`src/logic/phm_pkg.sv`:
```
package phm_pkg;
  // portal registers of the management register space
  localparam logic [4:0]  PHM_PORTAL_CTRL    = 5'h0d;
  localparam logic [4:0]  PHM_PORTAL_DATA    = 5'h0e;
  // portal control fields
  localparam int          PHM_MODE_MSB       = 15;
  localparam int          PHM_MODE_LSB       = 14;
  localparam int          PHM_DEVAD_MSB      = 4;
  localparam logic [15:0] PHM_CTRL_RST       = 16'h0000;
  localparam logic [15:0] PHM_ADDR_RST       = 16'h0000;
  localparam logic [1:0]  PHM_MODE_ADDR      = 2'h0;
  localparam logic [1:0]  PHM_MODE_DATA      = 2'h1;
  localparam logic [1:0]  PHM_MODE_DATA_INC  = 2'h2;
  localparam logic [1:0]  PHM_MODE_DATA_INCW = 2'h3;
  // device addresses and register offsets
  localparam logic [4:0]  PHM_DEV_AN         = 5'h00;
  localparam logic [4:0]  PHM_DEV_PMA        = 5'h01;
  localparam logic [4:0]  PHM_DEV_VEND       = 5'h02;
  localparam logic [15:0] PHM_REG_FLP_LOW    = 16'h0003;
  localparam logic [15:0] PHM_REG_FLP_HIGH   = 16'h0004;
  localparam logic [15:0] PHM_REG_LINK_UP    = 16'h005a;
  localparam logic [15:0] PHM_REG_COMMON     = 16'h0000;
  // reset values and codes
  localparam logic [15:0] PHM_FLP_LOW_RST    = 16'h4000;
  localparam logic [15:0] PHM_FLP_LOW_16MS   = 16'h1a80;
  localparam logic [15:0] PHM_FLP_HIGH_RST   = 16'h0003;
  localparam logic [15:0] PHM_FLP_HIGH_16MS  = 16'h0006;
  localparam logic [8:0]  PHM_LINK_UP_RST    = 9'h108;
  localparam int          PHM_LINK_UP_MSB    = 8;
  localparam int          PHM_LUT_MSB        = 3;
  localparam int          PHM_LUT_LSB        = 1;
  // common control fields
  localparam int          PHM_CC_RSVD_MSB    = 15;
  localparam int          PHM_CC_RSVD_LSB    = 5;
  localparam int          PHM_CC_LED_OVR     = 4;
  localparam int          PHM_CC_LED_STAT    = 3;
  localparam int          PHM_CC_RSVD2       = 2;
  localparam logic [10:0] PHM_CC_RSVD_RST    = 11'h000;
  localparam logic        PHM_LED_SINGLE     = 1'b1;
endpackage

```
`src/logic/phm_mmd_bank.sv`:
```
module phm_mmd_bank
  import phm_pkg::*;
(
  input  wire logic        sys_clk,
  input  wire logic        nrst,
  input  wire logic        ledStyleStrap,
  input  wire logic [4:0]  devAd,
  input  wire logic [15:0] regAddr,
  input  wire logic        wrEn,
  input  wire logic [15:0] wrData,
  output logic      [15:0] rdData,
  output logic      [15:0] flpBurstLow,
  output logic      [15:0] flpBurstHigh,
  output logic      [2:0]  linkUpTime,
  output logic             ledSingleMode
);
  import phm_pkg::*;

  // ----------------------------------------
  // address decode
  // ----------------------------------------
  logic hitLow;
  logic hitHigh;
  logic hitLink;
  logic hitCommon;

  assign hitLow    = (devAd == PHM_DEV_AN) && (regAddr == PHM_REG_FLP_LOW);
  assign hitHigh   = (devAd == PHM_DEV_AN) && (regAddr == PHM_REG_FLP_HIGH);
  assign hitLink   = (devAd == PHM_DEV_PMA) && (regAddr == PHM_REG_LINK_UP);
  assign hitCommon = (devAd == PHM_DEV_VEND) && (regAddr == PHM_REG_COMMON);

  // ----------------------------------------
  // storage
  // ----------------------------------------
  logic [15:0] flpLow_q;
  logic [15:0] flpHigh_q;
  logic [8:0]  linkUp_q;
  logic [10:0] ccRsvd_q;
  logic        ccRsvd2_q;
  logic        ledStyle_q;
  logic        strapTaken_q;

  // software is trusted to keep both halves on the same code
  always_ff @(posedge sys_clk or negedge nrst) begin
    if (!nrst) begin
      flpLow_q  <= PHM_FLP_LOW_RST;
      flpHigh_q <= PHM_FLP_HIGH_RST;
    end else if (wrEn && hitLow) begin
      flpLow_q <= wrData;
    end else if (wrEn && hitHigh) begin
      flpHigh_q <= wrData;
    end
  end

  always_ff @(posedge sys_clk or negedge nrst) begin
    if (!nrst) begin
      linkUp_q <= PHM_LINK_UP_RST;
    end else if (wrEn && hitLink) begin
      linkUp_q <= wrData[PHM_LINK_UP_MSB:0];
    end
  end

  always_ff @(posedge sys_clk or negedge nrst) begin
    if (!nrst) begin
      ccRsvd_q  <= PHM_CC_RSVD_RST;
      ccRsvd2_q <= 1'b0;
    end else if (wrEn && hitCommon) begin
      ccRsvd_q  <= wrData[PHM_CC_RSVD_MSB:PHM_CC_RSVD_LSB];
      ccRsvd2_q <= wrData[PHM_CC_RSVD2];
    end
  end

  // strap is caught on the first edge after release, not by the reset itself
  always_ff @(posedge sys_clk or negedge nrst) begin
    if (!nrst) begin
      strapTaken_q <= 1'b0;
      ledStyle_q   <= 1'b0;
    end else if (!strapTaken_q) begin
      strapTaken_q <= 1'b1;
      ledStyle_q   <= ledStyleStrap;
    end else if (wrEn && hitCommon) begin
      ledStyle_q <= wrData[PHM_CC_LED_OVR];
    end
  end

  // ----------------------------------------
  // read mux, unmapped reads return zero
  // ----------------------------------------
  always_comb begin
    rdData = 16'h0000;
    if (hitLow) begin
      rdData = flpLow_q;
    end else if (hitHigh) begin
      rdData = flpHigh_q;
    end else if (hitLink) begin
      rdData[PHM_LINK_UP_MSB:0] = linkUp_q;
    end else if (hitCommon) begin
      rdData[PHM_CC_RSVD_MSB:PHM_CC_RSVD_LSB] = ccRsvd_q;
      rdData[PHM_CC_LED_OVR]  = 1'b0;
      rdData[PHM_CC_LED_STAT] = ledStyle_q;
      rdData[PHM_CC_RSVD2]    = ccRsvd2_q;
    end
  end

  assign flpBurstLow   = flpLow_q;
  assign flpBurstHigh  = flpHigh_q;
  assign linkUpTime    = linkUp_q[PHM_LUT_MSB:PHM_LUT_LSB];
  assign ledSingleMode = ledStyle_q;
endmodule

```
`src/logic/phm_mmd_portal.sv`:
```
module phm_mmd_portal
  import phm_pkg::*;
(
  input  wire logic        sys_clk,
  input  wire logic        nrst,
  input  wire logic        ledStyleStrap,
  input  wire logic        mgmtWrEn,
  input  wire logic        mgmtRdEn,
  input  wire logic [4:0]  mgmtRegAddr,
  input  wire logic [15:0] mgmtWrData,
  output logic      [15:0] mgmtRdData,
  output logic             mgmtRdValid,
  output logic      [15:0] flpBurstLow,
  output logic      [15:0] flpBurstHigh,
  output logic      [2:0]  linkUpTime,
  output logic             ledSingleMode
);
  import phm_pkg::*;

  // ----------------------------------------
  // portal registers
  // ----------------------------------------
  logic [15:0] ctrl_q;
  logic [15:0] mmdAddr_q;
  logic [15:0] mmdAddr_d;
  logic [1:0]  mode;
  logic [4:0]  devAd;
  logic        ctrlHit;
  logic        dataHit;
  logic        dataWr;
  logic        dataRd;
  logic [15:0] bankRdData;

  assign mode    = ctrl_q[PHM_MODE_MSB:PHM_MODE_LSB];
  assign devAd   = ctrl_q[PHM_DEVAD_MSB:0];
  assign ctrlHit = (mgmtRegAddr == PHM_PORTAL_CTRL);
  assign dataHit = (mgmtRegAddr == PHM_PORTAL_DATA);
  assign dataWr  = mgmtWrEn && dataHit && (mode != PHM_MODE_ADDR);
  assign dataRd  = mgmtRdEn && dataHit && (mode != PHM_MODE_ADDR);

  always_ff @(posedge sys_clk or negedge nrst) begin
    if (!nrst) begin
      ctrl_q <= PHM_CTRL_RST;
    end else if (mgmtWrEn && ctrlHit) begin
      ctrl_q <= mgmtWrData;
    end
  end

  // one shared address register; a write outranks a same-cycle read
  always_comb begin
    mmdAddr_d = mmdAddr_q;
    if (mgmtWrEn && dataHit) begin
      unique case (mode)
        PHM_MODE_ADDR:      mmdAddr_d = mgmtWrData;
        PHM_MODE_DATA:      mmdAddr_d = mmdAddr_q;
        PHM_MODE_DATA_INC,
        PHM_MODE_DATA_INCW: mmdAddr_d = mmdAddr_q + 16'h0001;
      endcase
    end else if (dataRd && (mode == PHM_MODE_DATA_INC)) begin
      mmdAddr_d = mmdAddr_q + 16'h0001;
    end
  end

  always_ff @(posedge sys_clk or negedge nrst) begin
    if (!nrst) begin
      mmdAddr_q <= PHM_ADDR_RST;
    end else begin
      mmdAddr_q <= mmdAddr_d;
    end
  end

  // ----------------------------------------
  // read answer, one cycle after the strobe
  // ----------------------------------------
  always_ff @(posedge sys_clk or negedge nrst) begin
    if (!nrst) begin
      mgmtRdData <= 16'h0000;
    end else if (mgmtRdEn) begin
      if (ctrlHit) begin
        mgmtRdData <= ctrl_q;
      end else if (dataHit && (mode == PHM_MODE_ADDR)) begin
        mgmtRdData <= mmdAddr_q;
      end else if (dataHit) begin
        mgmtRdData <= bankRdData;
      end else begin
        mgmtRdData <= 16'h0000;
      end
    end
  end

  always_ff @(posedge sys_clk or negedge nrst) begin
    if (!nrst) begin
      mgmtRdValid <= 1'b0;
    end else begin
      mgmtRdValid <= mgmtRdEn;
    end
  end

  // ----------------------------------------
  // indirect register bank
  // ----------------------------------------
  phm_mmd_bank uBank (
    .sys_clk       (sys_clk),
    .nrst          (nrst),
    .ledStyleStrap (ledStyleStrap),
    .devAd         (devAd),
    .regAddr       (mmdAddr_q),
    .wrEn          (dataWr),
    .wrData        (mgmtWrData),
    .rdData        (bankRdData),
    .flpBurstLow   (flpBurstLow),
    .flpBurstHigh  (flpBurstHigh),
    .linkUpTime    (linkUpTime),
    .ledSingleMode (ledSingleMode)
  );

  // ----------------------------------------
  // checks
  // ----------------------------------------
  logic firstDone_q;

  always_ff @(posedge sys_clk or negedge nrst) begin
    if (!nrst) begin
      firstDone_q <= 1'b0;
    end else begin
      firstDone_q <= 1'b1;
    end
  end
endmodule

```
`config.mk`:
```
export PLATFORM = sky130hd
export DESIGN_NAME = phm_mmd_portal
export DESIGN_NICKNAME = d
export VERILOG_FILES = /design/src/logic/phm_pkg.sv /design/src/logic/phm_mmd_bank.sv /design/src/logic/phm_mmd_portal.sv
export SDC_FILE = /design/constraint.sdc
export NUM_CORES = 1
export LEC_CHECK = 0
export ABC_CLOCK_PERIOD_IN_PS = 2300
export BUFFER_PORTS_ARGS = -buffer_cell sky130_fd_sc_hd__buf_2
export CAP_MARGIN = 10
export CORE_MARGIN = 4
export CORE_UTILIZATION = 48
export CTS_CLUSTER_DIAMETER = 120
export CTS_CLUSTER_SIZE = 12
export DETAILED_ROUTE_END_ITERATION = 10
export HOLD_SLACK_MARGIN = 0.08
export PLACE_DENSITY = 0.76
export SETUP_SLACK_MARGIN = 0.15
export SYNTH_ARGS = -nofsm -noshare
export SYNTH_HDL_FRONTEND = slang
export SYNTH_HIERARCHICAL = 1
export SYNTH_SLANG_ARGS = --single-unit
```
`constraint.sdc`:
```
create_clock -name sys_clk -period 2.3 [get_ports sys_clk]
set_input_delay 0.575 -clock sys_clk [delete_from_list [all_inputs] [get_ports sys_clk]]
set_output_delay 0.575 -clock sys_clk [all_outputs]
set_load 0.02 [all_outputs]
```
# Word level (Yosys, flattened, before mapping)

Index checks and enable logic that the tools add are counted.

Flip-flop bits (word level): 104
Bits of input ports: 26
Output and inout bits: 53
Logic and storage cells: 62

Equal/unequal tests: 12
$add $sub $neg: 1
Bitwise logic cells: 1
Reduce and logical (&&, ||, !) cells: 23
Muxes and demuxes: 14

Operators with widths:

| cell                                                                    | count |
|---|---|
| 16-bit 2-to-1 mux                                                       | 7 |
| 16-bit one-hot mux with 2 select lines                                  | 1 |
| 16-bit by 1-bit adder with 16-bit output (second input constant)        | 1 |
| 16-bit by 2-bit equality test with 1-bit output (second input constant) | 1 |
| 16-bit by 3-bit equality test with 1-bit output (second input constant) | 1 |
| 16-bit by 7-bit equality test with 1-bit output (second input constant) | 1 |
| 16-bit logical NOT                                                      | 1 |
| 1-bit logical AND                                                       | 15 |
| 14-bit 2-to-1 mux                                                       | 1 |
| 7-bit 2-to-1 mux                                                        | 2 |
| 5-bit by 4-bit equality test with 1-bit output (second input constant)  | 2 |
| 5-bit by 1-bit equality test with 1-bit output (second input constant)  | 1 |
| 5-bit by 2-bit equality test with 1-bit output (second input constant)  | 1 |
| 5-bit logical NOT                                                       | 1 |
| 2-bit equality test (second input constant)                             | 2 |
| 2-bit != test (second input constant)                                   | 2 |
| 2-bit AND reduction                                                     | 2 |
| 2-bit nonzero test                                                      | 2 |
| 2-bit by 1-bit equality test with 1-bit output (second input constant)  | 1 |
| 2-bit logical NOT                                                       | 1 |
| 1-bit 2-to-1 mux                                                        | 2 |
| 2-bit 2-to-1 mux                                                        | 1 |
| 2-bit OR reduction                                                      | 1 |
| 1-bit NOT                                                               | 1 |

# Depth between registers and ports, before layout

Depth in word-level cells: 9
Depth in mapped cells: 10
Mapped depth without buffers: 8

# Hierarchy

Netlist, hierarchy kept.

By module, submodules not included:

| module         | cells each | seq. area each (um^2) | instances | area an instance (um^2) |
|---|---|---|---|---|
| phm_mmd_bank   | 223        | 1382.6                | 1         | 2867.8 |
| phm_mmd_portal | 268        | 1226.2                | 1         | 2741.4 |

# Worst setup path before layout

No wires, ideal clock.

Path type: input port to flip-flop
Start: input mgmtRegAddr[4]
End: register uBank.flpHigh_q[10], in the netlist uBank/flpBurstHigh[10]
Arrival: 2.751 ns
Library setup time: 0.125 ns
Cell stages on the path: 9
Setup slack: -0.576 ns
Path through: nand3b_4 > or2_1 > clkbuf_1 > buf_2 > nor3b_1 > inv_1 > nor4_4 > buf_4 > mux2_2

Word-level cells in the longest chain between the ends: 6
Elaborated cells on any way between the ends: 7

RTL lines:

| what                                             | line                 | text |
|---|---|---|
| from (decl)                                      | phm_mmd_portal.sv:9  | `input wire logic [4:0] mgmtRegAddr,` |
| 5-bit by 4-bit equality test with 1-bit output * | phm_mmd_portal.sv:37 | `assign dataHit = (mgmtRegAddr == PHM_PORTAL_DATA);` |
| 1-bit logical AND * (2 in a row)                 | phm_mmd_portal.sv:38 | `assign dataWr = mgmtWrEn && dataHit && (mode != PHM_MODE_ADDR);` |
| via dataWr                                       | phm_mmd_portal.sv:30 | `logic dataWr;` |
| 1-bit logical AND                                | phm_mmd_bank.sv:48   | `end else if (wrEn && hitLow) begin` |
| 1-bit NOT (no source line)                       | n/a                  |  |
| 2-bit AND reduction (no source line) *           | n/a                  |  |
| to (signal assigned)                             | phm_mmd_bank.sv:51   | `flpHigh_q <= wrData;` |
| to (decl)                                        | phm_mmd_bank.sv:36   | `logic [15:0] flpHigh_q;` |

The timed path passes the listed nets; every way through them passes the cells marked *.
A chain may end at the register's enable or synchronous reset.

# Final worst setup path

Start: register ctrl_q[0]
End: register mgmtRdData[5]

Word-level cells in the longest chain between the ends: 9
Elaborated cells on any way between the ends: 14

RTL lines:

| what                                           | line                 | text |
|---|---|---|
| from (decl)                                    | phm_mmd_portal.sv:23 | `logic [15:0] ctrl_q;` |
| from (signal assigned)                         | phm_mmd_portal.sv:45 | `ctrl_q <= mgmtWrData;` |
| 5-bit by 2-bit equality test with 1-bit output | phm_mmd_bank.sv:30   | `assign hitCommon = (devAd == PHM_DEV_VEND) && (regAddr == PHM_REG_COMMON);` |
| 1-bit logical AND                              | phm_mmd_bank.sv:30   |  |
| 14-bit 2-to-1 mux                              | phm_mmd_bank.sv:97   | `end else if (hitCommon) begin` |
| 7-bit 2-to-1 mux                               | phm_mmd_bank.sv:95   | `end else if (hitLink) begin` |
| 16-bit 2-to-1 mux                              | phm_mmd_bank.sv:93   | `end else if (hitHigh) begin` |
| 16-bit 2-to-1 mux *                            | phm_mmd_bank.sv:91   | `if (hitLow) begin` |
| via bankRdData[5]                              | phm_mmd_portal.sv:32 | `logic [15:0] bankRdData;` |
| 16-bit 2-to-1 mux *                            | phm_mmd_portal.sv:83 | `end else if (dataHit) begin` |
| 16-bit 2-to-1 mux *                            | phm_mmd_portal.sv:81 | `end else if (dataHit && (mode == PHM_MODE_ADDR)) begin` |
| 16-bit 2-to-1 mux *                            | phm_mmd_portal.sv:79 | `if (ctrlHit) begin` |
| to (signal assigned)                           | phm_mmd_portal.sv:80 | `mgmtRdData <= ctrl_q;` |
| to (signal assigned)                           | phm_mmd_portal.sv:82 | `mgmtRdData <= mmdAddr_q;` |
| to (signal assigned)                           | phm_mmd_portal.sv:84 | `mgmtRdData <= bankRdData;` |
| to (decl)                                      | phm_mmd_portal.sv:11 | `output logic [15:0] mgmtRdData,` |

Marks and branches as above.

==> metrics.csv <==
stage,metric,value,unit
setup_path,path_class,register to register,
route,drt_pass1_iterations,6,
floorplan,die_x,116,um
timing,rsz0062_at_grt,yes,
global_route,grt_max_degree,105,
yosys,netlist.area_leader.share,44.2,%
floorplan,dieArea,0.0135,sq mm
floorplan,die_h,116,um
yosys,netlist_area,0.00561,sq mm
yosys,synthesis.nets,518,
power_and_ir_drop,leakage,3.43,nW
yosys,synth_top_area_cell,dfrtp_1,
clock_network,cts_tree,built,
setup_path,crit_arrival,2.54,ns
cells_and_area,diodes,0,
place,hpwl,11300,um
clock_network,clockBufferDepth,2,
route,dr_total_vias,4782,
yosys,yosysWarnings,6,
place,place.port_buffers,78,
timing,max_freq,0.433,GHz
power_and_ir_drop,p_per_area,622,mW/mm^2
global_route,antenna_found_initial,0,
worst_hold_path,min_path_type,input port to async pin,
yosys,synth_most_common_cell,dfrtp_1,
clock_network,cts_buffers,9,
floorplan,start_util,49.1,%
setup_path,setup.worst_path.start_class,register,
status,status,finished with violations,
cells_and_area,drive_gt1_share,44.9,%
route,ant_nets,0,
job,max_cap_violations,0,
status,violations,setup timing,
timing,max_slew_margin,61.8,%
route,drtIter0Drc,580,
timing,setup_viol,1,
timing,hold_slack,0.261,ns
timing,final-hold-violation-count,0,
setup_path,worst_setup_path_end_kind,register,
yosys,synth_common_cells,"99 x dfrtp_1, 40 x mux2_2, 31 x a21oi_1",
yosys,ys.flop_type,dfrtp_1,
timing,min_period,2.31,ns
global_route,grt_first_pass_wirelength,26200,um
setup_path,cp_max_fo,8,
floorplan,io-pin-count,79,
yosys,async_flop_share,100,%
timing,tightest_slew,0.573,ns
route,wl_per_cell,22.0,um
setup_path,crit_required,2.53,ns
cells_and_area,syn_to_final_growth,30.3,%
yosys,synthCells,491,
clock_network,cts.sinks,104,
timing,worst_slack,-0.0105,ns
floorplan,rows,39,
setup_path,r2r_slack,-0.01,ns
yosys,yosys_register_bits,104,
timing,slew_violations,0,
yosys,synth.avg_cell_area,11.4,sq um
floorplan,coreArea,0.0114,sq mm
cells_and_area,final_util,64.0,%
clock_network,htreeDepth,3,
yosys,yosysSeqAreaShare,46.5,%
yosys,synth_cell_types,64,
place,gp_congestion,0.931,
cells_and_area,fin_nets,646,
timing,fin_crit_sh,100,%
clock_network,clk_pin_slew_worst_paths,0.07,ns
route,via_per_inst,6.23,
clock_network,clk_latency,0.35,ns
yosys,yosys-top-cells-area,"dfrtp_1 44%, mux2_2 8.0%, mux2i_1 3.9%",
global_route,overflow,0,
power_and_ir_drop,vdd_drop_max,0.631,mV
clock_network,clockRootBuffer,clkbuf_16,
global_route,first_global_vias,4887,
global_route,grt_usage,24.9,%
timing,skew,0.00663,ns
route,wl,16900,um
yosys,synth_edf_count,0,
route,drc_errors,0,
## worst paths after layout
| path | endpoint | from | depth (start not counted) |
|---|---|---|---|
| max | mgmtRdData[5] | ctrl_q[0] | 9 |
| min | mgmtRdData[9] | nrst | 2 |
| max reg2reg | mgmtRdData[5] | ctrl_q[0] | 9 |
| min reg2reg | uBank/ledSingleMode | uBank/strapTaken_q | 1 |
| max in group asynchronous | ctrl_q[1] | nrst | 2 |
| min in group sys_clk | uBank/ledSingleMode | uBank/strapTaken_q | 1 |
## state kept, by name, indices dropped and copies added (netlist names)
name and cells:
ctrl_q 16, mgmtRdData 16, mmdAddr_q 16, uBank/flpBurstHigh 16, uBank/flpBurstLow 16, uBank/ccRsvd_q 11
uBank/linkUp_q 9, mgmtRdValid 1, uBank/ccRsvd2_q 1, uBank/ledSingleMode 1, uBank/strapTaken_q 1
## per-layer routing
metal | vias to the layer above | GRT usage, % | share of wire (%)
met5 | - | 0 | 0
met4 | 0 | 7.89 | 2.4
met3 | 39 | 4.92 | 6.9
met2 | 229 | 40.8 | 49
met1 | 2408 | 33.7 | 42
li1 | 2106 | - | -
## what timing repair did
action                                  4_1_cts  5_1_grt
resized for setup                            29       46
buffers inserted                              3        6
hold buffers                                  0        0
pin swaps                                    25       20
cloned                                        0        1
endpoints found under the setup margin       49       70
## critical path, cell delays in order (launching register included)
cell and delay, ns:
dfrtp_1 0.41, nor4_4 0.34, buf_4 0.18, nand4_4 0.16, buf_6 0.21, o32a_1 0.15, a22o_1 0.21, mux2i_1 0.19
a2bb2oi_2 0.23, a21oi_1 0.10
## cell usage in the layout (no fill, tap or decap), types with 5 or more instances in the layout
cell type and n:
buf_4 55, nand3_1 15, o32a_1 6, nor3_4 8
clkbuf_16 10, nor2_1 24, inv_1 9, a21oi_1 30
nand2_1 19, mux2_2 16, dfrtp_1 97, dfstp_2 5
nand4_1 7, mux2_4 37, buf_6 16, mux2_1 16
a221o_1 10, a22o_1 6, buf_2 77, nor3_1 8
o21ai_1 6, mux2i_1 21, a2bb2oi_2 8, o21ai_0 6
nand2b_1 10, a2bb2oi_1 11
## power by group
part,total [mW],switching (mW),internal (mW)
logic,0.866,0.509,0.357
clock network,1.62,0.750,0.870
registers,2.06,0.118,1.94
## metrics by stage
step                TNS (ns)  area (sq um)  instances  setup slack, ns  power, mW
floorplan              -9.22          5700        491           -0.326       2.52
global placement       -8.94          6550        741           -0.192       2.85
detailed placement    -10.25          6550        741           -0.226       2.87
CTS                        0          7030        760           0.0173       4.50
global route           -1.68          7310        767           -0.100       4.70
finish               -0.0105          7310        767          -0.0105       4.54
## area by class of cell
type,instances,area [sq um]
Sequential cell,104,2610
Inverter,10,37.5
Clock buffer,9,225
Multi-Input combinational cell,340,3080
Fill cell,873,4110
Timing Repair Buffer,154,1090
Clock inverter,7,88.8
Tap cell,143,179
## cells by family (layout without fill, tap and decap cells)
family	count (synthesis)	in the layout	synth area share (%)
muxes	91	91	18.6
buffers and inverters	47	180	4.71
DFF	104	104	46.5
AOI/OAI and AO/OA	118	118	15.5
and+or+nand+nor	129	129	14.3
adders and majority gates	1	1	0.223
other	1	1	0.0669
(Power assumes the default switching activity.)
